**src/pkg/lpm_seq_map.svh**
```systemverilog
// Offsets-free constant map: mode codes, reset value, timer widths and clock rate
`ifndef LPM_SEQ_MAP_SVH
`define LPM_SEQ_MAP_SVH
`define LPM_MODE_W 2
`define LPM_MODE_LIGHT 2'h0
`define LPM_MODE_INTER 2'h1
`define LPM_MODE_FULL 2'h2
`define LPM_MODE_RST 2'h0
`define LPM_ACT_TMR_W 32
`define LPM_TAU_TMR_W 32
`define LPM_CLK_HZ 40000000
`endif

```
**src/pkg/lpm_seq_pkg.sv**
```systemverilog
// Types shared by the low power mode sequencer
`default_nettype none
package lpm_seq_pkg;
   typedef enum logic [1:0] {
      MODE_LIGHT,
      MODE_INTER,
      MODE_FULL,
      MODE_NONE
   } lp_mode_t;
   typedef struct packed {
      logic sys_clk_en;
      logic mem_keep;
      logic io_hold;
      logic ram_keep;
      logic rtc_on;
      logic io_supply;
      logic timers_on;
      logic radio_on;
   } power_ctl_t;
endpackage
`default_nettype wire

```
**src/verilog/low_power_mode_sequencer.sv**
```systemverilog
// Low power mode sequencer: mode selection, wake, PSM and eDRX sequencing
// Contract
// - Three low power modes, host selects
// - Light sleep stops system clock, retains state
// - Light sleep wakes on wake pin or ready
// - Intermediate keeps RTC, I/O, RAM; pin wake
// - Full keeps RTC, optional RAM; pin wake
// - Hibernate exit acts as reset
// - I/O supply only in normal operation
// - Dormant: wake on TAU expiry or pin
// - Idle active timer expiry enters dormant
// - PSM wake sends update, exchanges, idles
// - eDRX monitors only window occasions
// - Recommend light for DRX, full otherwise
// - RTC runs from backup without main supply, never charges it
`include "lpm_seq_map.svh"
`default_nettype none
module low_power_mode_sequencer #(
   parameter logic [`LPM_ACT_TMR_W-1:0] ACT_CYCLES = 32'h00000100,
   parameter logic [`LPM_TAU_TMR_W-1:0] TAU_CYCLES = 32'h00010000
) (
   input wire logic core_clk_i, // 40 MHz clock
   input wire logic nrst_i, // Synchronous reset, low
   input wire logic [1:0] mode_cfg_i, // Mode from config command
   input wire logic mode_cfg_we_i, // Config command strobe
   input wire logic lp_enable_i, // Allow entry into sleep; PSM dormant entry ignores it
   input wire logic psm_enable_i, // PSM granted by network
   input wire logic edrx_enable_i, // eDRX granted by network
   input wire logic ptw_active_i, // Paging window open
   input wire logic paging_occ_i, // Paging occasion pulse
   input wire logic modem_busy_i, // Modem traffic present
   input wire logic tau_done_i, // Update and data exchange done
   input wire logic ram_needed_i, // Modem state needs RAM in full
   input wire logic main_supply_ok_i, // Main supply present
   input wire logic wake_pin_i, // Wake request pin, async
   input wire logic host_terminal_ready_i, // Host ready line, async
   output logic [1:0] mode_sel_o, // Held mode setting
   output lpm_seq_pkg::power_ctl_t pwr_o, // Domain controls
   output logic io_supply_output_o, // I/O supply enable
   output logic rtc_from_backup_o, // RTC on backup supply
   output logic rtc_backup_charge_o, // Backup charge drive
   output logic soft_reset_o, // Reset pulse after hibernate exit
   output logic send_tau_o, // Tracking update request pulse
   output logic paging_listen_o, // Receiver monitors paging
   output logic [1:0] recommended_mode_o, // Suggested mode
   output logic asleep_o // In any low power mode
);
   import lpm_seq_pkg::*;

   typedef enum logic [2:0] {
      ST_ACTIVE,
      ST_IDLE,
      ST_SLEEP,
      ST_DORMANT,
      ST_WAKE_TAU
   } seq_state_t;

   // Input synchronisers, three stages each
   logic [2:0] wake_sync_r, wake_sync_nxt; // Wake pin stages
   logic [2:0] dtr_sync_r, dtr_sync_nxt; // Ready line stages
   logic wake_lvl_r, wake_lvl_nxt; // Filtered wake level
   logic dtr_lvl_r, dtr_lvl_nxt; // Filtered ready level

   always_comb begin
      wake_sync_nxt = {wake_sync_r[1:0], wake_pin_i};
      dtr_sync_nxt = {dtr_sync_r[1:0], host_terminal_ready_i};
      wake_lvl_nxt = wake_lvl_r;
      dtr_lvl_nxt = dtr_lvl_r;
      // Change counts once stages two and three agree
      if (wake_sync_r[1] == wake_sync_r[2]) begin
         wake_lvl_nxt = wake_sync_r[2];
      end
      if (dtr_sync_r[1] == dtr_sync_r[2]) begin
         dtr_lvl_nxt = dtr_sync_r[2];
      end
   end

   always_ff @(posedge core_clk_i) begin
      if (!nrst_i) begin
         wake_sync_r <= 3'h0;
         dtr_sync_r <= 3'h0;
         wake_lvl_r <= 1'b0;
         dtr_lvl_r <= 1'b0;
      end else begin
         wake_sync_r <= wake_sync_nxt;
         dtr_sync_r <= dtr_sync_nxt;
         wake_lvl_r <= wake_lvl_nxt;
         dtr_lvl_r <= dtr_lvl_nxt;
      end
   end

   // Mode setting and sequencer state
   logic [1:0] mode_cfg_r, mode_cfg_nxt; // Setting from host
   logic [1:0] mode_act_r, mode_act_nxt; // Mode latched at idle
   seq_state_t state_r, state_nxt; // Sequencer state
   logic [`LPM_ACT_TMR_W-1:0] act_cnt_r, act_cnt_nxt; // Active timer
   logic [`LPM_TAU_TMR_W-1:0] tau_cnt_r, tau_cnt_nxt; // TAU timer
   logic soft_rst_r, soft_rst_nxt; // Reset after hibernate
   logic send_tau_r, send_tau_nxt; // Update request pulse

   // Mode 3 is not a valid code; fall back to light sleep
   function automatic logic [1:0] legal_mode(input logic [1:0] m);
      legal_mode = (m == 2'h3) ? `LPM_MODE_LIGHT : m;
   endfunction

   // Wake source per mode
   function automatic logic wake_ok(input logic [1:0] m, input logic pin, input logic dtr);
      if (m == `LPM_MODE_LIGHT) begin
         wake_ok = pin | dtr;
      end else begin
         wake_ok = pin;
      end
   endfunction

   always_comb begin
      mode_cfg_nxt = mode_cfg_r;
      mode_act_nxt = mode_act_r;
      state_nxt = state_r;
      act_cnt_nxt = act_cnt_r;
      tau_cnt_nxt = tau_cnt_r;
      soft_rst_nxt = 1'b0;
      send_tau_nxt = 1'b0;
      // Host command writes the two-bit setting
      if (mode_cfg_we_i) begin
         mode_cfg_nxt = legal_mode(mode_cfg_i);
      end
      case (state_r)
         ST_ACTIVE: begin
            if (!modem_busy_i) begin
               state_nxt = ST_IDLE;
               mode_act_nxt = mode_cfg_r;
               act_cnt_nxt = ACT_CYCLES;
            end
         end
         ST_IDLE: begin
            if (modem_busy_i) begin
               state_nxt = ST_ACTIVE;
            end else if (act_cnt_r != '0) begin
               act_cnt_nxt = act_cnt_r - 1'b1;
            end else if (psm_enable_i) begin
               state_nxt = ST_DORMANT;
               tau_cnt_nxt = TAU_CYCLES;
            end else if (lp_enable_i) begin
               state_nxt = ST_SLEEP;
            end
         end
         ST_SLEEP: begin
            // Wake source leaves; eDRX paging occasions leave only within window
            if (wake_ok(mode_act_r, wake_lvl_r, dtr_lvl_r)) begin
               state_nxt = ST_ACTIVE;
               soft_rst_nxt = (mode_act_r != `LPM_MODE_LIGHT);
            end else if (edrx_enable_i && ptw_active_i && paging_occ_i) begin
               state_nxt = ST_IDLE;
               act_cnt_nxt = ACT_CYCLES;
               soft_rst_nxt = (mode_act_r != `LPM_MODE_LIGHT);
            end
         end
         ST_DORMANT: begin
            // Entered from idle with PSM; only timer expiry or pin ends it
            if (tau_cnt_r != '0) begin
               tau_cnt_nxt = tau_cnt_r - 1'b1;
            end
            if (tau_cnt_r == '0 || wake_lvl_r) begin
               state_nxt = ST_WAKE_TAU;
               send_tau_nxt = 1'b1;
               soft_rst_nxt = (mode_act_r != `LPM_MODE_LIGHT);
            end
         end
         ST_WAKE_TAU: begin
            if (tau_done_i) begin
               state_nxt = ST_IDLE;
               mode_act_nxt = mode_cfg_r;
               act_cnt_nxt = ACT_CYCLES;
            end
         end
         default: state_nxt = ST_ACTIVE;
      endcase
   end

   always_ff @(posedge core_clk_i) begin
      if (!nrst_i) begin
         mode_cfg_r <= `LPM_MODE_RST;
         mode_act_r <= `LPM_MODE_RST;
         state_r <= ST_ACTIVE;
         act_cnt_r <= '0;
         tau_cnt_r <= '0;
         soft_rst_r <= 1'b0;
         send_tau_r <= 1'b0;
      end else begin
         mode_cfg_r <= mode_cfg_nxt;
         mode_act_r <= mode_act_nxt;
         state_r <= state_nxt;
         act_cnt_r <= act_cnt_nxt;
         tau_cnt_r <= tau_cnt_nxt;
         soft_rst_r <= soft_rst_nxt;
         send_tau_r <= send_tau_nxt;
      end
   end

   // Power domain controls from state and mode
   logic low_r; // In low power state
   power_ctl_t pwr_c; // Combinational domain controls
   assign low_r = (state_r == ST_SLEEP) || (state_r == ST_DORMANT);

   always_comb begin
      pwr_c = '0;
      pwr_c.rtc_on = 1'b1;
      pwr_c.timers_on = 1'b1;
      if (!low_r) begin
         pwr_c = '1;
         pwr_c.io_hold = 1'b0;
      end else if (state_r == ST_DORMANT) begin
         pwr_c.ram_keep = ram_needed_i;
      end else if (mode_act_r == `LPM_MODE_LIGHT) begin
         pwr_c.mem_keep = 1'b1;
         pwr_c.io_hold = 1'b1;
         pwr_c.ram_keep = 1'b1;
      end else if (mode_act_r == `LPM_MODE_INTER) begin
         pwr_c.io_hold = 1'b1;
         pwr_c.ram_keep = 1'b1;
      end else begin
         pwr_c.ram_keep = ram_needed_i;
      end
      pwr_c.io_supply = !low_r && main_supply_ok_i;
   end

   // Domain control outputs registered
   always_ff @(posedge core_clk_i) begin
      if (!nrst_i) begin
         pwr_o <= '0;
      end else begin
         pwr_o <= pwr_c;
      end
   end

   assign mode_sel_o = mode_cfg_r;
   assign io_supply_output_o = pwr_o.io_supply;
   assign rtc_from_backup_o = !main_supply_ok_i;
   assign rtc_backup_charge_o = 1'b0;
   assign soft_reset_o = soft_rst_r;
   assign send_tau_o = send_tau_r;
   assign paging_listen_o = !low_r && (!edrx_enable_i || ptw_active_i);
   assign recommended_mode_o = (psm_enable_i || edrx_enable_i) ?
      `LPM_MODE_FULL : `LPM_MODE_LIGHT;
   assign asleep_o = low_r;
endmodule
`default_nettype wire
```
**config.mk**
```make
export PLATFORM = sky130hd
export DESIGN_NAME = low_power_mode_sequencer
export DESIGN_NICKNAME = d
export VERILOG_FILES = /design/src/pkg/lpm_seq_pkg.sv /design/src/verilog/low_power_mode_sequencer.sv
export VERILOG_INCLUDE_DIRS = /design/src /design/src/pkg
export SDC_FILE = /design/constraint.sdc
export NUM_CORES = 1
export LEC_CHECK = 0
export ABC_CLOCK_PERIOD_IN_PS = 3300
export BUFFER_PORTS_ARGS = -buffer_cell sky130_fd_sc_hd__buf_2
export CAP_MARGIN = 20
export CORE_ASPECT_RATIO = 1.4
export CORE_MARGIN = 2
export CORE_UTILIZATION = 59
export DETAILED_ROUTE_END_ITERATION = 16
export PLACE_DENSITY = 0.91
export SYNTH_ARGS = -nofsm -noshare
export SYNTH_HDL_FRONTEND = slang
export SYNTH_SLANG_ARGS = --single-unit
```
**constraint.sdc**
```tcl
create_clock -name core_clk_i -period 3.3 [get_ports core_clk_i]
set_input_delay 0.495 -clock core_clk_i [delete_from_list [all_inputs] [get_ports core_clk_i]]
set_output_delay 0.495 -clock core_clk_i [all_outputs]
set_load 0.02 [all_outputs]
```
After elaboration in Yosys (flattened, before gate mapping). Index checks and enable logic that the tools add are counted.

$add $sub $neg: 2. Equality and inequality tests: 21. Bitwise gates (word level): 3. Reductions and logical operators: 26. Multiplexer cells: 43.

Operator list (number): 32-bit two-way mux (10); 32-bit one-hot mux with 4 select lines (1); 32-bit one-hot mux with 2 select lines (1); 32-bit nonzero test (2); 32-bit by 1-bit subtractor with 32-bit output, second input constant (2); 32-bit zero test (1); 3-bit two-way mux (10); 2-bit != test, second input constant (10); 3-bit one-hot mux with 5 select lines (1); 1-bit two-way mux (12); 2-bit two-way mux (6); 7-bit AND reduction (1); 3-bit by 2-bit equality test with 1-bit output, second input constant (2); 6-bit AND reduction (1); 2-bit nonzero test (3); 5-bit AND reduction (1); 1-bit logical AND (4); 1-bit logical OR (4); 4-bit != test, second input constant (1); 2-bit one-hot mux with 2 select lines (1); 4-bit nonzero test (1); 3-bit by 1-bit equality test with 1-bit output, second input constant (1); 3-bit equality test, second input constant (1); 1-bit zero test (3); other kinds (13) (15).

Bits of input ports: 16. Word-level logic and storage cells: 114. Output and inout bits: 19. Flip-flop bits (word level): 89.

Longest topological paths before layout. Gate-level depths: netlist (run 1).

Depth after elaboration: 5. Mapped depth: 10. Mapped depth without buffers: 8.

Worst setup path after synthesis (run 1). OpenSTA, ideal clock, no wires.

Path type: reg-to-reg. From: register act_cnt_r[14]. To: register act_cnt_r[29]. Buffers on the path: 1. Stages on the path, launching flop included: 8. Data arrival time: 2.598 ns. Path slack: 0.632 ns. Data required time: 3.229 ns. Clock period less this slack: 2.668 ns. Setup time: 0.071 ns. Path through: dfxtp_1 -> or4_4 -> or4_4 -> buf_6 -> or4_4 -> or3_1 -> or3_1 -> a21oi_1.

Cells in the longest elaborated chain, start to end: 4. Elaborated cells between the ends (all ways): 7. Those cells by class: 1 x add/sub; 1 x eq/ne; 3 x mux; 2 x reduce/logical.

RTL lines: start: declaration (line low_power_mode_sequencer.sv:96) `` logic [`LPM_ACT_TMR_W-1:0] act_cnt_r, act_cnt_nxt; ``; start signal: assignment (line low_power_mode_sequencer.sv:193) `act_cnt_r <= act_cnt_nxt;`; 32-bit by 1-bit subtractor with 32-bit output (line low_power_mode_sequencer.sv:139) `act_cnt_nxt = act_cnt_r - 1'b1;`; 32-bit two-way mux (line low_power_mode_sequencer.sv:138) `end else if (act_cnt_r != '0) begin`; 32-bit two-way mux (line low_power_mode_sequencer.sv:136) `if (modem_busy_i) begin`; 32-bit one-hot mux with 4 select lines (line low_power_mode_sequencer.sv:127) `case (state_r)`.

Parallel ways exist; a longest one is shown, timed or not. The select of a mux whose other input is x is not followed. A chain may end at the register's enable or synchronous reset.

Final worst setup path (run 1).
From: register tau_cnt_r[4]. To: register tau_cnt_r[25].

Cells in the longest elaborated chain, start to end: 3. Elaborated cells between the ends (all ways): 6. Those cells by class: 1 x add/sub; 1 x eq/ne; 2 x mux; 2 x reduce/logical.

RTL lines: start: declaration (line low_power_mode_sequencer.sv:97) `` logic [`LPM_TAU_TMR_W-1:0] tau_cnt_r, tau_cnt_nxt; ``; start signal: assignment (line low_power_mode_sequencer.sv:194) `tau_cnt_r <= tau_cnt_nxt;`; 32-bit by 1-bit subtractor with 32-bit output or 32-bit nonzero test (tied branches) (line low_power_mode_sequencer.sv:161, low_power_mode_sequencer.sv:160); 32-bit two-way mux or 2-bit != test (tied branches); 32-bit one-hot mux with 2 select lines or 5-bit AND reduction (tied branches).

Parallel ways exist; a longest one is shown, timed or not. The select of a mux whose other input is x is not followed.

==> results of run 1 <==
registers in the layout (all words and copies together) (netlist names):
name	cells
wake_lvl_r	1
act_cnt_r	32
dtr_sync_r	3
state_r	3
io_supply_output_o	1
tau_cnt_r	32
dtr_lvl_r	1
pwr_o	5
mode_sel_o	2
mode_act_r	2
wake_sync_r	3
send_tau_o	1
soft_reset_o	1
cells in the mapped netlist, types with 7 or more instances:
library cell               count  area share (%)
sky130_fd_sc_hd__o31ai_1      18             3.2
sky130_fd_sc_hd__a21oi_1      58             6.9
sky130_fd_sc_hd__nor4_1        9             1.3
sky130_fd_sc_hd__or3_1        40             6.0
sky130_fd_sc_hd__nor2_1       38             3.4
sky130_fd_sc_hd__nand4_1       7             1.0
sky130_fd_sc_hd__clkbuf_1     20             1.8
sky130_fd_sc_hd__nor3_1       13             1.6
sky130_fd_sc_hd__or2_2         8             1.2
sky130_fd_sc_hd__dfxtp_1      87              42
sky130_fd_sc_hd__o211ai_1      9             1.6
sky130_fd_sc_hd__or4_1        30             5.4
sky130_fd_sc_hd__nand2_1      23             2.1
sky130_fd_sc_hd__xor2_1        8             1.7
sky130_fd_sc_hd__inv_1        10            0.90
sky130_fd_sc_hd__nand2b_1      9             1.3
sky130_fd_sc_hd__o21ai_0      30             3.6
sky130_fd_sc_hd__nand3b_1      7             1.3
worst reg2reg max path: stages (launching register included):
cell and delay [ns]:
sky130_fd_sc_hd__dfxtp_1 0.37, sky130_fd_sc_hd__nor4_1 0.71, sky130_fd_sc_hd__nand3b_1 0.28, sky130_fd_sc_hd__or4_1 0.68, sky130_fd_sc_hd__or4_1 0.47, sky130_fd_sc_hd__or3_1 0.32, sky130_fd_sc_hd__a21oi_1 0.12
how the worst min path moves through the flow:
stage / from / endpoint / slack [ns] / cells past startpoint
finish: wake_pin_i / wake_sync_r[0]$_SDFF_PN0_ / 0.35 / 2
global route: wake_pin_i / wake_sync_r[0]$_SDFF_PN0_ / 0.35 / 2
CTS: main_supply_ok_i / io_supply_output_o$_SDFF_PN0_ / 0.36 / 3
detailed placement: dtr_sync_r[0]$_SDFF_PN0_ / dtr_sync_r[1]$_SDFF_PN0_ / 0.43 / 1
global placement: dtr_sync_r[0]$_SDFF_PN0_ / dtr_sync_r[1]$_SDFF_PN0_ / 0.42 / 1
floorplan: dtr_sync_r[0]$_SDFF_PN0_ / dtr_sync_r[1]$_SDFF_PN0_ / 0.41 / 1
per-stage QoR:
stage	area, um^2	instances	hold WS, ns	utilization [%]
after global placement	4440	609	0.417	64.0
after floorplan	4200	497	0.412	-
after global routing	4650	626	0.348	67.1
after detailed placement	4440	609	0.427	64.0
final	4650	626	0.353	67.1
after CTS	4630	625	0.360	66.7
cell usage in the layout (no fill, tap or decap), types with 3 or more instances in the layout:
| cell | synthesis | routed |
|---|---|---|
| sky130_fd_sc_hd__nand2_1 | 23 | 23 |
| sky130_fd_sc_hd__nand2b_1 | 9 | 9 |
| sky130_fd_sc_hd__clkbuf_8 | 0 | 9 |
| sky130_fd_sc_hd__o31ai_1 | 18 | 18 |
| sky130_fd_sc_hd__and3_1 | 3 | 3 |
| sky130_fd_sc_hd__or3_1 | 40 | 40 |
| sky130_fd_sc_hd__buf_4 | 5 | 14 |
| sky130_fd_sc_hd__and2_1 | 6 | 6 |
| sky130_fd_sc_hd__nand3_1 | 6 | 6 |
| sky130_fd_sc_hd__or4_1 | 30 | 30 |
| sky130_fd_sc_hd__buf_2 | 1 | 32 |
| sky130_fd_sc_hd__dfxtp_1 | 87 | 87 |
| sky130_fd_sc_hd__nor3_1 | 13 | 13 |
| sky130_fd_sc_hd__a21oi_1 | 58 | 58 |
| sky130_fd_sc_hd__nor2_1 | 38 | 38 |
| sky130_fd_sc_hd__o21ai_0 | 30 | 29 |
| sky130_fd_sc_hd__or2_2 | 8 | 8 |
| sky130_fd_sc_hd__or4_4 | 5 | 5 |
| sky130_fd_sc_hd__nand3b_1 | 7 | 7 |
| sky130_fd_sc_hd__xor2_1 | 8 | 8 |
| sky130_fd_sc_hd__o211ai_1 | 9 | 9 |
| sky130_fd_sc_hd__o41ai_1 | 4 | 4 |
| sky130_fd_sc_hd__o21a_1 | 3 | 3 |
| sky130_fd_sc_hd__nor4_1 | 9 | 9 |
| sky130_fd_sc_hd__inv_1 | 10 | 10 |
| sky130_fd_sc_hd__nand4_1 | 7 | 7 |
| sky130_fd_sc_hd__o2111ai_1 | 3 | 3 |
| sky130_fd_sc_hd__inv_6 | 0 | 3 |
cell type report:
| cell class | count | share of cell area [%] |
|---|---|---|
| well taps | 95 | 2.55 |
| inverters | 11 | 0.887 |
| clock buffers | 9 | 2.66 |
| clock inverters | 7 | 1.32 |
| flip-flops and latches | 87 | 37.4 |
| multi-input cells | 370 | 48.9 |
| repair buffers | 47 | 6.29 |
cells by family after synthesis:
| group | Yosys count | synth area share [%] |
|---|---|---|
| adders and majority gates | 2 | 0.597 |
| xor gates and xnor gates | 10 | 2.09 |
| AOI/OAI and AO/OA | 142 | 21.1 |
| muxes | 2 | 0.477 |
| other | 1 | 0.0894 |
| and+or+nand+nor | 212 | 29.7 |
| DFF | 87 | 41.5 |
| buffers and inverters | 40 | 4.42 |
routing by layer:
metal | part of all wire, % | vias up | GRT usage (%)
met5 | 0 | - | 0
met4 | 2.1 | 0 | 10.4
met3 | 4.2 | 21 | 5.64
met2 | 54 | 107 | 44.9
met1 | 40 | 1872 | 29.3
li1 | - | 1928 | -
==> metrics.md, run 1 <==
| Metric | Value |
|---|---|
| Run status | complete, no violations |
| Reg-to-Reg End | tau_cnt_r[25]$_SDFFE_PN0P_ |
| Final HPWL DP | 6560 um |
| Number of clock buffers inserted by TritonCTS | 9 |
| Worst reg2reg startpoint | tau_cnt_r[4]$_SDFFE_PN0P_ |
| Final Worst Setup Slack | 0.283 ns |
| Clock Pin Slew Worst Setup and Hold Paths | 0.10 ns |
| Cell area after synthesis | between 4000 and 5000 um^2 |
| Setup Slack @ Placement | 0.257 ns |
| Sink Count | 87 |
| Worst setup path startpoint | tau_cnt_r[4]$_SDFFE_PN0P_ |
| Stage delay of the slowest cell on the critical path | about 0.7 ns |
| Number of placement rows | 36 |
| Total of fill cells in the finished design | 542 |
| DR pass1 iterations | 5 |
| Prevailing post-synth register cell | sky130_fd_sc_hd__dfxtp_1 |
| Period Utilization, post-route | 91.4% |
| Crit path arrival time | approximately 3.3 ns |
| Wire length of the first global-routing pass | 16000 um |
| Share of flip-flops with an asynchronous set or reset | 0% |
| Mean area per synthesized cell | around 8.5 um^2 |
| DIE HEIGHT | slightly above 100 um |
| Area occupied by multi-input gates | approximately 2300 um^2 |
| Endpoint of the worst setup timing path | tau_cnt_r[25]$_SDFFE_PN0P_ |
| Number of gates resized after CTS | 0 |
| Final Routed Wirelength | 9690 um |
| Yosys warns | 0 |
| Area of the placeable core | 6940 um^2 |
| Antenna cells | 0 |
| Root Buffer Master | sky130_fd_sc_hd__clkbuf_8 |
| Share of cells above drive strength 1 | 15.3% |
| Slowest cell on the critical path | sky130_fd_sc_hd__nor4_1 |
| Die width | between 70 and 80 um |
| Via count of the routed design | 3928 |
| CTS tree | yes |
| Detail-routed via count per cell | 6.27 |
| RSZ-0062 raised after global routing | false |
| DIE AREA | 7810 um^2 |
| Vias in the first global route | 3689 |
| Number of buffer and inverter stages on the critical path | 0 |
| Deepest level of the CTS H-tree | 3 |
| Layout Skew | roughly 0.011 ns |
| Mean routed wirelength per cell | roughly 15 um |
| Global placer's final weighted congestion | 0.849 |
| Worst endpoint required time | 3.61 ns |
| Biggest fanout along the worst timing path | 8 |
| Maximum count of clock buffers along a single path | 2 |
| Critical Path Start Type | flip-flop |
| Remaining global-route overflow | 0 |
| Post-CTS Setup Repair Bufs | 0 |
| Total Neg Setup Slack | 0 ns |
| Largest net degree at the start of global routing | 40 |
| Number of synthesized flops with an enable pin | 0 |
| R2R cell count | 6 |
| Family with the most delay on the worst path | simple AND/OR/NAND/NOR gates |
| Count of buffers from port buffering | 32 |
| Classification of the worst setup path | flip-flop to flip-flop |
| Ordered list of cells on the worst path | nor4_1 -> nand3b_1 -> or4_1 -> or4_1 -> or3_1 -> a21oi_1 |
| Clock latency reported for the late side of the worst-skew pair | 0.37 ns |
| Overall Global Routing Usage | 25.7% |
| Headroom to the max-slew limit | a little under half |
| Area overhead of the layout relative to synthesis | 11.0% |
| Num ports | 35 |
| Number of violations reported at the end of detailed-routing iteration 0 | 312 |
| Logic depth of the worst setup path including buffers | 6 |
| Transition time at the pin with the least slew margin | 0.785 ns |
| Initial antenna violation count | 0 |
| Initial core utilization | 60.5% |
| Hold-fix buffers, CTS | 0 |
| Number of hold violations in the final report | 0 |
| Setup violators final | 0 |
| Count of max-cap constraint violations | 0 |
| Register Area | approximately 1700 um^2 |
| Synthesized netlist cell count | roughly 500 |
| Library cells used by synthesis | 57 |
| #FFs+latches synth | 87 |
| Highest clock rate | 0.331 GHz |
| Seq/Total Area, Yosys | 41.5% |
| Tightest Hold Check Type | input port to flip-flop |
| Final count of pins violating max slew | 0 |
| Number of nets in the finished design | 544 |
| Final critical delay including setup and external delays | 3.02 ns |
| Antenna Nets Post-Route | 0 |
| CP Capture Type | flip-flop |
| Remaining DRCs | 0 |
| Cell with the most instances on the worst path | sky130_fd_sc_hd__or4_1 |
| R2R Setup Slk | 0.28 ns |
Power of run 1 is not shown: default switching activity piles up to over one toggle a cycle in this logic, so the estimate is an artifact.
==> run 2: changes to the inputs <==
--- a/config.mk
+++ b/config.mk
@@ -6,14 +6,15 @@
 export SDC_FILE = /design/constraint.sdc
 export NUM_CORES = 1
 export LEC_CHECK = 0
+export ABC_AREA = 1
 export ABC_CLOCK_PERIOD_IN_PS = 3300
 export BUFFER_PORTS_ARGS = -buffer_cell sky130_fd_sc_hd__buf_2
 export CAP_MARGIN = 20
 export CORE_ASPECT_RATIO = 1.4
 export CORE_MARGIN = 2
-export CORE_UTILIZATION = 59
+export CORE_UTILIZATION = 45
 export DETAILED_ROUTE_END_ITERATION = 16
-export PLACE_DENSITY = 0.91
+export PLACE_DENSITY = 0.74
 export SYNTH_ARGS = -nofsm -noshare
 export SYNTH_HDL_FRONTEND = slang
 export SYNTH_SLANG_ARGS = --single-unit
==> run 2 against run 1 <==
Non-clock buffer count down 14. Routed wire length up 30%. Utilization down 17 points. Highest routed layer unchanged.
==> metrics.md, run 2 <==
| Metric | Value |
|---|---|
| Antenna cells | 0 |
| Wire length of the first global-routing pass | 21200 um |
| Total of fill cells in the finished design | 1228 |
| Layout Skew | 0.00866 ns |
| Prevailing post-synth register cell | sky130_fd_sc_hd__dfxtp_1 |
| Clock Pin Slew Worst Setup and Hold Paths | 0.07 ns |
| Mean routed wirelength per cell | about 12 um |
| Initial core utilization | 45.7% |
| Final count of pins violating max slew | 0 |
| Number of synthesized flops with an enable pin | 0 |
| Initial antenna violation count | 0 |
| Total Neg Setup Slack | 0 ns |
| Register Area | 1740 um^2 |
| #FFs+latches synth | 87 |
| Registers with the most flip-flops | act_cnt_r: 32 flops, tau_cnt_r: 32 flops, pwr_o: 5 flops |
| Via count of the routed design | 5161 |
| Synthesized netlist cell count | 868 |
| Number of placement rows | between 40 and 50 |
| Share of flip-flops with an asynchronous set or reset | 0% |
| Antenna Nets Post-Route | 0 |
| Final critical delay including setup and external delays | 2.45 ns |
| Slowest cell on the critical path | sky130_fd_sc_hd__nand2_2 |
| Hold-fix buffers, CTS | 0 |
| Number of gates resized after CTS | 0 |
| Overall power consumption | 6.98 mW |
| Number of buffer and inverter stages on the critical path | 1 |
| Area of the placeable core | approximately 12000 um^2 |
| CTS tree | yes |
| Deepest level of the CTS H-tree | 3 |
| Final Worst Setup Slack | 0.853 ns |
| P per Cell Area | 1190 nW/um^2 |
| CP Capture Type | flip-flop |
| Largest area contributor in the netlist | sky130_fd_sc_hd__dfxtp_1 |
| Switching part of the total | 52.6% |
| Count of max-cap constraint violations | 0 |
| Maximum count of clock buffers along a single path | 2 |
| Headroom to the max-slew limit | between 50% and 60% |
| Clk pwr share | roughly 15% |
| Final HPWL DP | between 9000 and 10000 um |
| Ordered list of cells on the worst path | inv_1 -> ha_1 -> nand2_1 -> nor2_1 -> nand2_1 -> nor2_2 -> nand2_1 -> nand2_2 -> nand2_2 -> nand2_1 -> a21oi_1 |
| Library cells used by synthesis | 42 |
| Root Buffer Master | sky130_fd_sc_hd__clkbuf_16 |
| Remaining DRCs | 0 |
| Cell area after synthesis | 5380 um^2 |
| Design internal power | 3.31 mW |
| Mean area per synthesized cell | roughly 6.2 um^2 |
| Area occupied by multi-input gates | ~3200 um^2 |
| Overall Global Routing Usage | between 20% and 30% |
| Most area-consuming cells after synthesis | sky130_fd_sc_hd__dfxtp_1, sky130_fd_sc_hd__nand2_1, sky130_fd_sc_hd__nor2_1 |
| Crit path arrival time | 2.64 ns |
| Classification of the worst setup path | flip-flop to flip-flop |
| Combinational group share of total power | 64.1% |
| Vias in the first global route | 4756 |
| Total net switching power | between 3 and 4 mW |
| Max rail drop VDD | 0.770 mV |
| Share of cells above drive strength 1 | 10.5% |
| Area overhead of the layout relative to synthesis | 8.66% |
| Most frequent cells in the layout | sky130_fd_sc_hd__nand2_1, sky130_fd_sc_hd__nor2_1, sky130_fd_sc_hd__dfxtp_1 |
| Number of hold violations in the final report | 0 |
| Detail-routed via count per cell | roughly 5 |
| Final Routed Wirelength | 12600 um |
| Yosys warns | 0 |
| Largest net degree at the start of global routing | 42 |
| Worst endpoint required time | 3.49 ns |
| Setup Slack @ Placement | 0.887 ns |
| Seq/Total Area, Yosys | 32.4% |
| Clock latency reported for the late side of the worst-skew pair | ~0.34 ns |
| Critical Path Start Type | flip-flop |
| Sink Count | a little under 90 |
| Transition time at the pin with the least slew margin | between 0.7 and 0.8 ns |
| Area share of the leading cell type in the synthesized netlist | about a third |
| Flop pwr share | 20.6% |
| RSZ-0062 raised after global routing | false |
| Biggest fanout along the worst timing path | 32 |
| Post-CTS Setup Repair Bufs | 0 |
| Number of nets in the finished design | between 900 and 1000 |
| Num ports | 35 |
| Period Utilization, post-route | roughly three quarters |
| Global placer's final weighted congestion | 0.925 |
| Number of clock buffers inserted by TritonCTS | 9 |
| DR pass1 iterations | 7 |
| Family with the most delay on the worst path | simple AND/OR/NAND/NOR gates |
| Tightest Hold Check Type | input port to flip-flop |
| R2R Setup Slk | between 0.8 and 0.9 ns |
| Remaining global-route overflow | 0 |
| Cell with the most instances on the worst path | sky130_fd_sc_hd__nand2_1 |
| Static power due to leakage | 2.85 nW |
| Die width | between 90 and 100 um |
| Number of violations reported at the end of detailed-routing iteration 0 | 234 |
| Highest clock rate | between 0.4 and 0.5 GHz |
| Library cell with the highest instance count after synthesis | sky130_fd_sc_hd__nand2_1 |
| Most common cell after layout, fill and taps aside | sky130_fd_sc_hd__nand2_1 |
| Setup violators final | 0 |
| Count of buffers from port buffering | 32 |
| Top cells by count, synth | sky130_fd_sc_hd__nand2_1, sky130_fd_sc_hd__nor2_1, sky130_fd_sc_hd__dfxtp_1, sky130_fd_sc_hd__a21oi_1, sky130_fd_sc_hd__inv_1 |
| Run status | complete, no violations |
| DIE HEIGHT | 133 um |
| Stage delay of the slowest cell on the critical path | 0.45 ns |
| DIE AREA | 12900 um^2 |
[run 2: changes by cell type after synthesis, moves of 30 or more]
cell                      change
sky130_fd_sc_hd__inv_1       +40
sky130_fd_sc_hd__nand3_1     +35
sky130_fd_sc_hd__or4_1       -30
sky130_fd_sc_hd__nand2_1    +244
sky130_fd_sc_hd__or3_1       -40
sky130_fd_sc_hd__nor2_1     +164
[run 2: path summary, 6_finish.rpt]
check / end / depth (start not counted) / start
min: dtr_sync_r[0]$_SDFF_PN0_ / 3 / host_terminal_ready_i
max reg2reg: tau_cnt_r[29]$_SDFFE_PN0P_ / 11 / act_cnt_r[0]$_SDFFE_PN0P_
min reg2reg: wake_sync_r[1]$_SDFF_PN0_ / 2 / wake_sync_r[0]$_SDFF_PN0_
max: tau_cnt_r[29]$_SDFFE_PN0P_ / 11 / act_cnt_r[0]$_SDFFE_PN0P_
[run 2: layout make-up]
type	instances	area share [%]
Multi-Input combinational cell	696	55.2
Sequential cell	87	29.8
Clock buffer	9	3.85
Inverter	56	3.68
Tap cell	147	3.15
Timing Repair Buffer	33	2.87
Clock inverter	7	1.43
[run 2: metrics by stage]
stage,hold WS (ns),utilization (%),instances,instance area [um^2]
2_1_floorplan,0.390,-,869,5380
3_3_place_gp,0.396,47.1,1019,5530
3_5_place_dp,0.402,47.1,1019,5530
4_1_cts,0.328,49.7,1035,5840
5_1_grt,0.334,49.7,1035,5840
6_report,0.336,49.7,1035,5840
[run 2: logic make-up after synthesis]
family                   count (synthesis)  synth area share, %
AO/OA/AOI/OAI                          107                 12.1
flip-flops                              87                 32.4
AND/OR/NAND/NOR                        557                 42.7
other                                    1               0.0697
adder cells (fa/ha/maj)                  2                0.465
buffers and inverters                   86                 7.70
XOR/XNOR                                28                 4.56
[run 2: per-layer routing]
metal	track usage (%)	routed length [um]	part of all wire (%)
met2	36.0	6590	52
met5	0	0	0
met1	24.0	5220	41
met3	3.45	367	2.9
met4	9.31	435	3.5
[run 2: power by group through the flow]
stage,logic (mW),clock network [mW],registers [mW]
final,4.47,1.07,1.44
after global routing,5.12,1.13,1.46
after CTS,4.47,1.09,1.44
after detailed placement,4.44,0,1.46
after global placement,4.39,0,1.45
after floorplan,3.80,0,1.43
[run 2: worst reg2reg max path, cell delays in order (launching register included)]
cell	delay [ns]
sky130_fd_sc_hd__dfxtp_1	0.31
sky130_fd_sc_hd__inv_1	0.10
sky130_fd_sc_hd__ha_1	0.27
sky130_fd_sc_hd__nand2_1	0.14
sky130_fd_sc_hd__nor2_1	0.17
sky130_fd_sc_hd__nand2_1	0.08
sky130_fd_sc_hd__nor2_2	0.15
sky130_fd_sc_hd__nand2_1	0.08
sky130_fd_sc_hd__nand2_2	0.26
sky130_fd_sc_hd__nand2_2	0.45
sky130_fd_sc_hd__nand2_1	0.20
sky130_fd_sc_hd__a21oi_1	0.08
Note: power is estimated with default switching activity, not from simulation.
